<file path="src/common/ccb_defs.vh">
// constants for the clock conditioner configuration bank
`ifndef CCB_DEFS_VH
`define CCB_DEFS_VH

// word length and address field
`define CCB_WORD_BITS     32
`define CCB_ADDR_MSB      3
`define CCB_DATA_LSB      4

// serial clock rises per valid frame, and counter ceiling
`define CCB_FRAME_CNT     6'h20
`define CCB_CNT_MAX       6'h3F

// word addresses
`define CCB_ADDR_CH0      4'h0
`define CCB_ADDR_CH4      4'h4
`define CCB_ADDR_RESET    4'h7
`define CCB_ADDR_TUNE     4'hA
`define CCB_ADDR_REFIN    4'hB
`define CCB_ADDR_LOOP1    4'hC
`define CCB_ADDR_GLOBAL   4'hD
`define CCB_ADDR_LOOP2R   4'hE
`define CCB_ADDR_LOOP2N   4'hF

// reset request bit in the reset word
`define CCB_RESET_BIT     4

// channel word fields
`define CCB_CH_SWING      23
`define CCB_CH_BST_MSB    22
`define CCB_CH_BST_LSB    21
`define CCB_CH_AST_MSB    20
`define CCB_CH_AST_LSB    19
`define CCB_CH_EN         16

// tuning word
`define CCB_TUNE_WAIT     29

// reference input word
`define CCB_REF1_BUF      11
`define CCB_REF0_BUF      10
`define CCB_LOS_TO_MSB    9
`define CCB_LOS_TO_LSB    8
`define CCB_LOS_TY_MSB    7
`define CCB_LOS_TY_LSB    6
`define CCB_SEL_MSB       5
`define CCB_SEL_LSB       4

// first loop word
`define CCB_L1_POL        31
`define CCB_L1_GAIN_MSB   30
`define CCB_L1_GAIN_LSB   28
`define CCB_L1_R_MSB      27
`define CCB_L1_R_LSB      16
`define CCB_L1_N_MSB      15
`define CCB_L1_N_LSB      4

// global word
`define CCB_G_XTAL        21
`define CCB_G_OSCBUF      20
`define CCB_G_ALLEN       18
`define CCB_G_PDN         17
`define CCB_G_DOUBLER     16
`define CCB_G_HZ2         15
`define CCB_G_HZ1         14

// second loop words
`define CCB_OSCF_MSB      28
`define CCB_OSCF_LSB      21
`define CCB_LDSEL_MSB     20
`define CCB_LDSEL_LSB     16
`define CCB_L2_R_MSB      15
`define CCB_L2_R_LSB      4
`define CCB_L2_GAIN_MSB   27
`define CCB_L2_GAIN_LSB   26
`define CCB_VDIV_MSB      25
`define CCB_VDIV_LSB      22
`define CCB_L2_N_MSB      21
`define CCB_L2_N_LSB      4

// default field values
`define CCB_DEF_SWING     1'b0
`define CCB_DEF_BST       2'h0
`define CCB_DEF_AST       2'h1
`define CCB_DEF_EN        1'b0
`define CCB_DEF_EN_CH2    1'b1
`define CCB_DEF_TUNE      1'b1
`define CCB_DEF_BUF       1'b1
`define CCB_DEF_LOS_TO    2'h1
`define CCB_DEF_LOS_TY    2'h3
`define CCB_DEF_SEL       2'h0
`define CCB_DEF_L1_POL    1'b1
`define CCB_DEF_L1_GAIN   3'h6
`define CCB_DEF_DIV12     12'h001
`define CCB_DEF_OFF       1'b0
`define CCB_DEF_ALLEN     1'b1
`define CCB_DEF_OSCF      8'hC8
`define CCB_DEF_LDSEL     5'h1F
`define CCB_DEF_L2_GAIN   2'h2
`define CCB_DEF_VDIV      4'h2
`define CCB_DEF_L2_N      18'h00001

`endif

</file>
<file path="src/rtl/ccb_config_bank.v">
// serially loaded configuration register bank of the clock conditioner
`timescale 1ns/10ps
`default_nettype none
`include "ccb_defs.vh"

module ccb_config_bank
#(
	parameter NUM_CH = 5
)
(
	input  wire              sys_clk,
	input  wire              rst,
	input  wire              serClk,
	input  wire              serData,
	input  wire              serLatch,
	input  wire              globalOutputEnablePin,
	output reg  [NUM_CH-1:0] channelSwingLevel,
	output reg  [NUM_CH-1:0] channelEnable,
	output wire [NUM_CH-1:0] channelActive,
	output reg  [NUM_CH*2-1:0] secondOutputState,
	output reg  [NUM_CH*2-1:0] firstOutputState,
	output reg               tuningWaitForLock,
	output reg               refOneBufferType,
	output reg               refZeroBufferType,
	output reg  [1:0]        signalLossTimeout,
	output reg  [1:0]        signalLossOutputType,
	output reg  [1:0]        referenceSourceSelect,
	output reg               firstLoopPumpPolarity,
	output reg  [2:0]        firstLoopPumpGain,
	output reg  [11:0]       firstLoopRefDivider,
	output reg  [11:0]       firstLoopFbDivider,
	output reg               referenceDoublerEnable,
	output reg               crystalSupportEnable,
	output reg               oscOutputBufferEnable,
	output reg               allOutputsEnable,
	output reg               powerDown,
	output reg               secondPumpHighZ,
	output reg               firstPumpHighZ,
	output reg  [7:0]        oscInputFrequency,
	output reg  [4:0]        lockDetectSelect,
	output reg  [11:0]       secondLoopRefDivider,
	output reg  [17:0]       secondLoopFbDivider,
	output reg  [1:0]        secondLoopPumpGain,
	output reg  [3:0]        oscOutputDivider,
	output reg               calibrationStart
);

	//----------------------------------------------------------------
	// pin synchronisers and edge detection
	//----------------------------------------------------------------
	reg  [1:0] clkSync_q;
	reg  [1:0] datSync_q;
	reg  [1:0] latSync_q;
	reg  [1:0] goeSync_q;
	reg        clkPrev_q;
	reg        latPrev_q;

	always @(posedge sys_clk)
	begin
		if (rst)
		begin
			clkSync_q <= 2'h0;
			datSync_q <= 2'h0;
			// latch idles high: no false rise after reset
			latSync_q <= 2'h3;
			goeSync_q <= 2'h0;
			clkPrev_q <= 1'b0;
			latPrev_q <= 1'b1;
		end
		else
		begin
			clkSync_q <= {clkSync_q[0], serClk};
			datSync_q <= {datSync_q[0], serData};
			latSync_q <= {latSync_q[0], serLatch};
			goeSync_q <= {goeSync_q[0], globalOutputEnablePin};
			clkPrev_q <= clkSync_q[1];
			latPrev_q <= latSync_q[1];
		end
	end

	wire clkRise   = clkSync_q[1] & ~clkPrev_q;
	wire latchRise = latSync_q[1] & ~latPrev_q;
	wire latchLow  = ~latSync_q[1];

	//----------------------------------------------------------------
	// shift register, msb first, counts bits of the frame
	//----------------------------------------------------------------
	reg  [`CCB_WORD_BITS-1:0] shift_q;
	reg  [5:0]                bitCnt_q;

	always @(posedge sys_clk)
	begin
		if (rst)
		begin
			shift_q  <= {`CCB_WORD_BITS{1'b0}};
			bitCnt_q <= 6'h00;
		end
		else if (latchRise)
			bitCnt_q <= 6'h00;
		else if (clkRise && latchLow)
		begin
			shift_q <= {shift_q[`CCB_WORD_BITS-2:0], datSync_q[1]};
			if (bitCnt_q != `CCB_CNT_MAX)
				bitCnt_q <= bitCnt_q + 6'h01;
		end
	end

	// only an exact 32-bit frame commits
	wire wordDone = latchRise && (bitCnt_q == `CCB_FRAME_CNT);
	wire [3:0] wAddr = shift_q[`CCB_ADDR_MSB:0];
	wire [`CCB_WORD_BITS-1:0] w = shift_q;
	wire softReset = wordDone && (wAddr == `CCB_ADDR_RESET) &&
		w[`CCB_RESET_BIT];
	wire loadDefaults = rst | softReset;

	//----------------------------------------------------------------
	// channel words
	//----------------------------------------------------------------
	genvar ch;
	generate
		for (ch = 0; ch < NUM_CH; ch = ch + 1)
		begin : gCh
			wire hit = wordDone && ({28'h0000000, wAddr} == ch);
			// output state fields exist on channels one to three only
			wire hasState = (ch >= 1) && (ch <= 3);
			always @(posedge sys_clk)
			begin
				if (loadDefaults)
				begin
					channelSwingLevel[ch] <= `CCB_DEF_SWING;
					channelEnable[ch] <= (ch == 2) ?
						`CCB_DEF_EN_CH2 : `CCB_DEF_EN;
					secondOutputState[ch*2+1:ch*2] <= `CCB_DEF_BST;
					firstOutputState[ch*2+1:ch*2] <= hasState ?
						`CCB_DEF_AST : 2'h0;
				end
				else if (hit)
				begin
					channelSwingLevel[ch] <= w[`CCB_CH_SWING];
					channelEnable[ch] <= w[`CCB_CH_EN];
					if (hasState)
					begin
						secondOutputState[ch*2+1:ch*2] <=
							w[`CCB_CH_BST_MSB:`CCB_CH_BST_LSB];
						firstOutputState[ch*2+1:ch*2] <=
							w[`CCB_CH_AST_MSB:`CCB_CH_AST_LSB];
					end
				end
			end
			assign channelActive[ch] = channelEnable[ch] &
				allOutputsEnable & goeSync_q[1];
		end
	endgenerate

	//----------------------------------------------------------------
	// shared words
	//----------------------------------------------------------------
	always @(posedge sys_clk)
	begin
		if (loadDefaults)
		begin
			tuningWaitForLock      <= `CCB_DEF_TUNE;
			refOneBufferType       <= `CCB_DEF_BUF;
			refZeroBufferType      <= `CCB_DEF_BUF;
			signalLossTimeout      <= `CCB_DEF_LOS_TO;
			signalLossOutputType   <= `CCB_DEF_LOS_TY;
			referenceSourceSelect  <= `CCB_DEF_SEL;
			firstLoopPumpPolarity  <= `CCB_DEF_L1_POL;
			firstLoopPumpGain      <= `CCB_DEF_L1_GAIN;
			firstLoopRefDivider    <= `CCB_DEF_DIV12;
			firstLoopFbDivider     <= `CCB_DEF_DIV12;
			referenceDoublerEnable <= `CCB_DEF_OFF;
			crystalSupportEnable   <= `CCB_DEF_OFF;
			oscOutputBufferEnable  <= `CCB_DEF_OFF;
			allOutputsEnable       <= `CCB_DEF_ALLEN;
			powerDown              <= `CCB_DEF_OFF;
			secondPumpHighZ        <= `CCB_DEF_OFF;
			firstPumpHighZ         <= `CCB_DEF_OFF;
			oscInputFrequency      <= `CCB_DEF_OSCF;
			lockDetectSelect       <= `CCB_DEF_LDSEL;
			secondLoopRefDivider   <= `CCB_DEF_DIV12;
			secondLoopFbDivider    <= `CCB_DEF_L2_N;
			secondLoopPumpGain     <= `CCB_DEF_L2_GAIN;
			oscOutputDivider       <= `CCB_DEF_VDIV;
		end
		else if (wordDone)
		begin
			case (wAddr)
				`CCB_ADDR_TUNE:
				begin
					tuningWaitForLock <= w[`CCB_TUNE_WAIT];
				end
				`CCB_ADDR_REFIN:
				begin
					refOneBufferType <= w[`CCB_REF1_BUF];
					refZeroBufferType <= w[`CCB_REF0_BUF];
					signalLossTimeout <=
						w[`CCB_LOS_TO_MSB:`CCB_LOS_TO_LSB];
					signalLossOutputType <=
						w[`CCB_LOS_TY_MSB:`CCB_LOS_TY_LSB];
					referenceSourceSelect <=
						w[`CCB_SEL_MSB:`CCB_SEL_LSB];
				end
				`CCB_ADDR_LOOP1:
				begin
					firstLoopPumpPolarity <= w[`CCB_L1_POL];
					firstLoopPumpGain <=
						w[`CCB_L1_GAIN_MSB:`CCB_L1_GAIN_LSB];
					firstLoopRefDivider <=
						w[`CCB_L1_R_MSB:`CCB_L1_R_LSB];
					firstLoopFbDivider <= w[`CCB_L1_N_MSB:`CCB_L1_N_LSB];
				end
				`CCB_ADDR_GLOBAL:
				begin
					crystalSupportEnable <= w[`CCB_G_XTAL];
					oscOutputBufferEnable <= w[`CCB_G_OSCBUF];
					allOutputsEnable <= w[`CCB_G_ALLEN];
					powerDown <= w[`CCB_G_PDN];
					referenceDoublerEnable <= w[`CCB_G_DOUBLER];
					secondPumpHighZ <= w[`CCB_G_HZ2];
					firstPumpHighZ <= w[`CCB_G_HZ1];
				end
				`CCB_ADDR_LOOP2R:
				begin
					oscInputFrequency <=
						w[`CCB_OSCF_MSB:`CCB_OSCF_LSB];
					lockDetectSelect <=
						w[`CCB_LDSEL_MSB:`CCB_LDSEL_LSB];
					secondLoopRefDivider <=
						w[`CCB_L2_R_MSB:`CCB_L2_R_LSB];
				end
				`CCB_ADDR_LOOP2N:
				begin
					secondLoopPumpGain <=
						w[`CCB_L2_GAIN_MSB:`CCB_L2_GAIN_LSB];
					oscOutputDivider <= w[`CCB_VDIV_MSB:`CCB_VDIV_LSB];
					secondLoopFbDivider <=
						w[`CCB_L2_N_MSB:`CCB_L2_N_LSB];
				end
				default:
				begin
					tuningWaitForLock <= tuningWaitForLock;
				end
			endcase
		end
	end

	//----------------------------------------------------------------
	// calibration start pulse
	//----------------------------------------------------------------
	always @(posedge sys_clk)
	begin
		if (rst)
			calibrationStart <= 1'b0;
		else
			calibrationStart <= wordDone &&
				(wAddr == `CCB_ADDR_LOOP2N);
	end

endmodule
`default_nettype wire

</file>
<file path="config.mk">
export PLATFORM = sky130hd
export DESIGN_NAME = ccb_config_bank
export DESIGN_NICKNAME = d
export VERILOG_FILES = /design/src/rtl/ccb_config_bank.v
export VERILOG_INCLUDE_DIRS = /design/src /design/src/common
export SDC_FILE = /design/constraint.sdc
export NUM_CORES = 1
export LEC_CHECK = 0
export ABC_AREA = 1
export BUFFER_PORTS_ARGS = -buffer_cell sky130_fd_sc_hd__buf_2
export CORE_ASPECT_RATIO = 1.75
export CORE_MARGIN = 2
export CORE_UTILIZATION = 45
export DETAILED_ROUTE_END_ITERATION = 8
export GPL_ROUTABILITY_DRIVEN = 0
export PLACE_DENSITY = 0.68
export SETUP_SLACK_MARGIN = 0.02
export SYNTH_ARGS = -nofsm -noshare
export SYNTH_HDL_FRONTEND = slang
export SYNTH_SLANG_ARGS = --single-unit
</file>
<file path="constraint.sdc">
create_clock -name sys_clk -period 1.9 [get_ports sys_clk]
set_input_delay 0.285 -clock sys_clk [delete_from_list [all_inputs] [get_ports sys_clk]]
set_output_delay 0.285 -clock sys_clk [all_outputs]
set_load 0.02 [all_outputs]
</file>
==> results.toml, run 1 <==
[outcome]
status = "finished clean"

[pwr]
combPwrFrac_pct = 2.5
p_leak_nw = 3.40
power.total_mw = 6.81
peakVddDrop_v = 0.000586
p_int_mw = 5.32
power_frac_clock_pct = 46.4
p_sw_mw = 1.49
seqPwrFrac_pct = 51.1
p_per_area_nw_per_um2 = 858
swShare_pct = 21.9

[yosys]
syn_avg_cell_area_sq_um = 7.67
syn_inst = 863
synth_seq_cells = 164
yosysWarnings = 0
synth.distinct_cells = 26
syn-cell-area_sq_um = 6620
synth-seq-area-share_pct = 49.6

[floorplan]
die_h_um = 164
rows = 58
ios = 135
die_w_um = 95.7
coreArea_sq_um = 14400
dieArea_sq_um = 15700
floorplan.initialDensity_pct = 46.1

[critical_path]
crit_fanout = 25
worstSetupStartpointType = "register"
arrival_ps = 2060
crit_type = "reg2reg"
crit_path_end_kind = "register"
cp.required_ps = 2200
r2r_start = "bitCnt_q[0]"
worstSetupStartpoint = "bitCnt_q[0]"

[timing]
max_freq_mhz = 568
slew_violations = 0
period_needed_ps = 1760
maxSlewHeadroom_pct = 57.1
fin_setup_tns_ps = 0
finalClockSkew_ps = 8.95
hold_viol = 0
timing.final.crit_share_pct = 92.7
setup_violations = 0
max_slew.worst_pin.slew_ps = 643
rsz0062_at_grt = "false"

[route]
drtPass1Iterations = 5
dr_wl_met2_um = 9830
vias = 6231
wl_met1_um = 7230
route.met3.wl_um = 932
drc = 0
routedWlPerCell_um = 16.2
viasPerCell = 5.37
routed_wirelength_um = 18800
drt_iter0_markers = 439
top_layer_used = "met4"
drt.antenna.violating_nets = 0

[clock_tree]
clk_latency_ps = 420
cts.reportedPaths.clkPinSlew_ps = 60
cts_buffer_depth = 2
h-tree-depth = 4
cts_tree = "done"
clkSinkCount = 164
cts_made_buffers = 17
ctsRootBufferMaster = "clkbuf_16"

[global_routing]
grt_pass1_vias = 5512
antenna_found_initial = 0
grtUsageTotal_pct = 23.9
grt_max_degree = 79
overflow = 0
grt_first_pass_wirelength_um = 28700

[min_path]
hp-class = "in2reg"
worstHoldStart = "serLatch"

[cells_and_area]
final_util_pct = 55.2
antenna_cells = 0
areaGrowthSynthToFinish_pct = 19.9
layout_common_cells = "nand2_1, dfxtp_1, buf_2"
final_cell_area_sq_um = 7940
final_common_cell = "nand2_1"
layout.nets = 976
drive_above_1_share_pct = 20.4

[placement]
portBuffers = 126
dp_hpwl_um = 12600
dpl_cell_area_sq_um = 7360

[run]
drv_cap = 0
synthesized netlist by cell type (all sizes together):
cell type,n,area [sq um]
inv,55,206
clkinv,4,15.0
nor3,1,5.00
o21ai,34,170
clkbuf,20,75.1
or2,2,12.5
conb,1,3.75
nand3,15,95.1
nand2,203,772
a21oi,98,490
dfxtp,164,3280
xor2,2,17.5
ha,2,25.0
buf,55,348
nand4,116,726
nor2,91,378
through the flow:
stage | hold WS (ps) | setup WS [ps] | cells
6_report | 48.1 | 140 | 1160
4_1_cts | 39.6 | 41.2 | 1156
5_1_grt | 45.5 | 18.9 | 1160
3_5_place_dp | 396 | 82.2 | 1125
2_1_floorplan | 388 | 459 | 870
3_3_place_gp | 389 | 134 | 1125
kinds of logic after synthesis:
| family | count (synthesis) | share of synthesized area [%] |
|---|---|---|
| buffers and inverters | 134 | 9.73 |
| XOR/XNOR | 2 | 0.265 |
| AO/OA/AOI/OAI | 132 | 9.98 |
| AND/OR/NAND/NOR | 428 | 30.0 |
| adder cells (fa/ha/maj) | 2 | 0.378 |
| other | 1 | 0.0566 |
| flip-flops | 164 | 49.6 |
sequential cells by signal, indices dropped and copies added (netlist names), 6 cells and up:
signal	count
firstOutputState	6
oscInputFrequency	8
firstLoopRefDivider	12
shift_q	32
bitCnt_q	6
secondLoopFbDivider	18
firstLoopFbDivider	12
secondOutputState	6
secondLoopRefDivider	12
layer usage:
| layer | vias to the layer above | GRT usage, % |
|---|---|---|
| met5 | - | 0 |
| met4 | 0 | 11.8 |
| met3 | 55 | 4.43 |
| met2 | 194 | 41.0 |
| met1 | 2899 | 28.0 |
| li1 | 3083 | - |
critical path, cell delays in order, from the launching register on:
cell and delay, ps:
dfxtp_1 330, inv_1 80, ha_1 180, nand2_1 100, nor2_4 190, buf_4 150, buf_4 100, nand3_2 40
buf_4 240, nand2_1 90, nand2_1 60, inv_2 40, nand2_1 30
worst paths after layout:
path,end,slack (ps),cells after the start
worst max-delay path,oscInputFrequency[6],140,12
worst min register to register,clkSync_q[1],410,2
worst min-delay path,latSync_q[0],50,2
worst max register to register,oscInputFrequency[6],140,12
power by group through the flow:
stage / clock network [mW] / registers [mW] / logic (mW)
6_report: 3.16 / 3.48 / 0.168
2_1_floorplan: 0 / 3.54 / 0.146
5_1_grt: 3.36 / 3.48 / 0.187
3_3_place_gp: 0 / 3.56 / 0.165
3_5_place_dp: 0 / 3.56 / 0.167
4_1_cts: 3.20 / 3.48 / 0.167
repair_timing:
item                                    in CTS  in global routing
endpoints found under the hold margin        0                  0
buffers inserted                             0                  4
gates resized for setup                      0                  3
hold buffers                                 0                  0
endpoints found under the setup margin       0                 19
cell type report:
cell class / count / area (sq um)
sequential: 164 / 3280
clock buffer: 22 / 454
timing repair buffer: 154 / 941
tap: 180 / 225
multi-input combinational: 572 / 2730
fill: 1394 / 6430
inverter: 59 / 224
clock inverter: 9 / 81.3
Note: power is estimated with default switching activity, not from simulation.
==> run 2: changes to the inputs <==
==> constraint.sdc (replaced) <==
create_clock -name sys_clk -period 1.8 [get_ports sys_clk]
set_input_delay 0.27 -clock sys_clk [delete_from_list [all_inputs] [get_ports sys_clk]]
set_output_delay 0.27 -clock sys_clk [all_outputs]
set_load 0.02 [all_outputs]
==> results.toml, run 2 (same netlist as run 1, synthesis figures left out) <==
[outcome]
status = "finished clean"

[critical_path]
r2r_start = "bitCnt_q[0]"
crit_type = "reg2reg"
worstSetupStartpointType = "register"
ff2ff_path_depth = 9
crit_fanout = 23
cp.required_ps = 2090
crit_chain = "inv_1 > ha_1 > nand2_1 > nor2_4 > buf_12 > nand3_2 > buf_12 > nand2_1 > a21oi_1"
arrival_ps = 1950
reg2reg_slack_ps = 130
crit_path_end_kind = "register"
critical_path.max_stage_delay_ps = 330
rr_endpoint = "firstLoopRefDivider[10]"
slowest_stage = "dfxtp_1"

[cells_and_area]
antenna_cells = 0
reg_top3 = "shift_q (32), secondLoopFbDivider (18)"
top_register = "shift_q"
largest_register_ffs = 32
areaGrowthSynthToFinish_pct = 20.2
final_cells = 1157
layout.nets = 972
layout_common_cells = "nand2_1, dfxtp_1, buf_2"
final_common_cell = "nand2_1"
drive_above_1_share_pct = 20.7

[clock_tree]
clk_latency_ps = 420
h-tree-depth = 4
hold_buffers = 0
cts_tree = "done"
cts_buffer_depth = 2
cts.reportedPaths.clkPinSlew_ps = 60
clkSinkCount = 164
ctsRootBufferMaster = "clkbuf_16"
cts_made_buffers = 17

[floorplan]
die_w_um = 95.7
coreArea_sq_um = 14400
floorplan.initialDensity_pct = 46.1
die_h_um = 164
dieArea_sq_um = 15700
ios = 135
rows = 58

[min_path]
worstHoldStart = "serLatch"
hp-class = "in2reg"
min_to = "latSync_q[0]"
min_path_cells = 2

[route]
drt.antenna.violating_nets = 0
drtPass1Iterations = 7
viasPerCell = 5.35
routed_wirelength_um = 18700
vias = 6191
drc = 0
drt_iter0_markers = 426
routedWlPerCell_um = 16.2

[timing]
setup_violations = 0
rsz0062_at_grt = "true"
timing.final.crit_share_pct = 92.6
hold_viol = 0
slew_violations = 0
max_freq_mhz = 600
finalClockSkew_ps = 11.5
period_needed_ps = 1670
max_slew.worst_pin.slew_ps = 600
setup_slack_ps = 133
maxSlewHeadroom_pct = 59.9

[placement]
place_ws_ps = -4.98
dp_hpwl_um = 12700
portBuffers = 126
place_inst = 1125

[global_routing]
grt_first_pass_wirelength_um = 29100
grt_pass1_vias = 5558
grt_max_degree = 69
overflow = 0
antenna_found_initial = 0
grtUsageTotal_pct = 24.1

[pwr]
power.total_mw = 7.29
p_leak_nw = 3.40
p_per_area_nw_per_um2 = 916
peakVddDrop_v = 0.000608

[run]
drv_cap = 0
-- run 2: what timing repair did --
item                       CTS  global route
setup endpoints to repair    4            36
buffers inserted             0             0
gates resized for setup      1             8
-- run 2: worst max path at each step --
stage                startpoint  slack [ps]                 endpoint
global route        bitCnt_q[0]           6         allOutputsEnable
detailed placement  bitCnt_q[0]          -5      firstOutputState[6]
global placement    bitCnt_q[0]          50      firstOutputState[2]
CTS                 bitCnt_q[0]          80      firstOutputState[6]
floorplan           bitCnt_q[0]         360      firstOutputState[2]
finish              bitCnt_q[0]         130  firstLoopRefDivider[10]
-- run 2: metrics by stage --
| step | hold slack [ps] | TNS [ps] | utilization [%] | cell area [sq um] |
|---|---|---|---|---|
| final | 31.7 | 0 | 55.4 | 7960 |
| after floorplan | 374 | 0 | - | 6650 |
| after detailed placement | 399 | -6.13 | 51.3 | 7360 |
| after global placement | 389 | 0 | 51.3 | 7360 |
| after CTS | 22.5 | 0 | 55.2 | 7930 |
| after global routing | 29.9 | 0 | 55.4 | 7960 |
-- run 2: layer usage --
layer	part of all wire (%)	routed length (um)	track usage [%]
met1	39	7250	27.9
met2	54	10000	43.1
met3	4.4	830	3.42
met4	3.1	578	10.5
met5	0	0	0
-- run 2: final cells by class --
class	count	area, sq um
Fill cell	1422	6410
Sequential cell	164	3280
Multi-Input combinational cell	572	2740
Timing Repair Buffer	150	922
Clock buffer	21	460
Tap cell	180	225
Inverter	59	224
Clock inverter	11	101
-- run 2: power breakdown --
part	switching [mW]	total (mW)	internal, mW
Clock	1.47	3.45	1.98
Sequential	0.0261	3.67	3.65
Combinational	0.132	0.174	0.0415
Total	1.62	7.29	5.67
-- run 2: critical path: cells and delay by family (launching register included) --
kind	cells	cell delay (ps)
fa+ha+maj	1	190
flops	1	330
simple gates	4	480
compound gates	1	60
buf+inv	3	460
==> run 3: changes to the inputs <==
--- a/config.mk
+++ b/config.mk
@@ -6,7 +6,6 @@
 export SDC_FILE = /design/constraint.sdc
 export NUM_CORES = 1
 export LEC_CHECK = 0
-export ABC_AREA = 1
 export BUFFER_PORTS_ARGS = -buffer_cell sky130_fd_sc_hd__buf_2
 export CORE_ASPECT_RATIO = 1.75
 export CORE_MARGIN = 2
==> results.toml, run 3 <==
[cells_and_area]
fill_cells = 1169
antenna_cells = 0
layout.nets = 851
top_register = "shift_q"
layout_common_cells = "nand2_1, dfxtp_1, buf_2"
areaGrowthSynthToFinish_pct = 29.8
final_common_cell = "nand2_1"
reg_top3 = "shift_q (32), secondLoopFbDivider (18)"
drive_above_1_share_pct = 30.3
largest_register_ffs = 32

[critical_path]
crit_path_end_kind = "register"
crit_fanout = 6
reg2reg_slack_ps = -4
arrival_ps = 2150
worstSetupStartpointType = "register"
cp.required_ps = 2140
crit_type = "reg2reg"

[timing]
hold_viol = 0
max_slew.worst_pin.slew_ps = 569
period_needed_ps = 1800
rsz0062_at_grt = "true"
max_freq_mhz = 554
setup_violations = 1
timing.final.crit_share_pct = 100
setup_slack_ps = -3.93
slew_violations = 0
finalClockSkew_ps = 9.08
maxSlewHeadroom_pct = 62.0
fin_setup_tns_ps = -3.93

[clock_tree]
ctsRootBufferMaster = "clkbuf_16"
clkSinkCount = 164
h-tree-depth = 4
hold_buffers = 0
clk_latency_ps = 410
cts_buffer_depth = 2
cts.reportedPaths.clkPinSlew_ps = 60
cts_tree = "done"
cts_made_buffers = 17

[route]
drtPass1Iterations = 4
routedWlPerCell_um = 15.8
routed_wirelength_um = 16200
drc = 0
viasPerCell = 5.17
drt.antenna.violating_nets = 0
vias = 5321
drt_iter0_markers = 209

[floorplan]
rows = 56
ios = 135
die_w_um = 92.1
coreArea_sq_um = 13300
die_h_um = 158
dieArea_sq_um = 14600
floorplan.initialDensity_pct = 45.9

[global_routing]
overflow = 0
grtUsageTotal_pct = 22.1
grt_max_degree = 34
antenna_found_initial = 0
grt_first_pass_wirelength_um = 25100
grt_pass1_vias = 5090

[yosys]
synth_top_flop_cell = "dfxtp_1"
yosys-top-cells-count = "nand2_1, dfxtp_1, a21oi_1, mux2i_1, clkbuf_1"
synth.area.top_cells = "dfxtp_1, nand2_1, a21oi_1, mux2i_1, clkbuf_1"
yosysWarnings = 0
syn-cell-area_sq_um = 6110
synth.distinct_cells = 43
syn_inst = 709
synth_seq_cells = 164
synth-seq-area-share_pct = 53.7
synth_edf_count = 0
synth_top_area_share_pct = 53.7
yosysMostFrequentCell = "nand2_1"
synth_top_cell_by_area = "dfxtp_1"
async_reset_ff_share_pct = 0
syn_avg_cell_area_sq_um = 8.62

[pwr]
p_leak_nw = 3.33
p_per_area_nw_per_um2 = 919
peakVddDrop_v = 0.000694

[outcome]
violations = "negative setup slack"
status = "complete, but fails checks"

[placement]
portBuffers = 126
place_ws_ps = 11.6
dp_hpwl_um = 11000

[run]
drv_cap = 0

[min_path]
hp-class = "in2reg"
## run 3: cell count changes in the layout (fill, tap and decap cells not counted), moves of 11 or more
cell / change
nand4_1: -110
nor2_1: -54
inv_1: -50
mux2i_1: +40
o21ai_0: -32
a21oi_1: -19
nand2_1: +18
a21oi_2: +14
buf_4: +11
nand3_1: +11
## run 3: final cells by class
type	count	area (sq um)	share of cell area [%]
clock inverters	10	93.8	1.18
flip-flops and latches	164	3290	41.5
inverters	3	13.8	0.173
multi-input cells	491	2720	34.3
clock buffers	22	494	6.23
repair buffers	166	1100	13.9
well taps	174	218	2.74
## run 3: kinds of logic after synthesis
logic type | after synthesis | share of synthesized area, %
buf+inv | 61 | 4.79
mux | 40 | 6.55
other cells | 1 | 0.0614
flops | 164 | 53.7
compound gates | 99 | 8.35
fa+ha+maj | 2 | 0.409
xor+xnor | 3 | 0.430
simple gates | 339 | 25.7
## run 3: worst paths after layout
kind                        endpoint  depth (start not counted)          from
min reg2reg             latSync_q[1]                          1  latSync_q[0]
max          secondLoopRefDivider[7]                          9   bitCnt_q[1]
min                     latSync_q[0]                          2      serLatch
max reg2reg  secondLoopRefDivider[7]                          9   bitCnt_q[1]
## run 3: stage by stage
step                cell area [sq um]  utilization (%)  std cells  hold WS (ps)  power [mW]
detailed placement               7080             53.2        989           416        3.85
floorplan                        6160                -        716           374        3.82
CTS                              7690             57.8       1023          31.2        7.34
finish                           7940             59.6       1030          43.3        7.29
global placement                 7080             53.2        989           408        3.85
global route                     7940             59.6       1030          29.6        7.51
## run 3: worst max-delay path, stage by stage (launching register included)
cell and delay [ps]:
dfxtp_4 350, inv_4 60, ha_4 160, nand4b_4 140, buf_12 180, nor4_4 290
buf_6 190, clkbuf_16 170, nand2_2 50, a21oi_1 140
## run 3: routing by layer
layer / part of all wire [%] / vias up / global-route usage, %
met5: 0 / - / 0
met2: 54 / 161 / 40.2
met4: 2.7 / 0 / 11.9
met3: 4.2 / 27 / 3.90
met1: 39 / 2545 / 24.1
li1: - / 2588 / -
## run 3: report_power, final
| part | total [mW] | internal [mW] | switching, mW |
|---|---|---|---|
| registers | 3.64 | 3.64 | 0.00531 |
| clock network | 3.51 | 2.10 | 1.42 |
| logic | 0.133 | 0.0396 | 0.0936 |
| total | 7.29 | 5.77 | 1.52 |
## run 3: what timing repair did
action | in CTS | in global routing
cloned | 0 | 3
setup endpoints to repair | 10 | 100
buffers inserted | 2 | 4
resized for setup | 0 | 47
pin swaps | 1 | 22
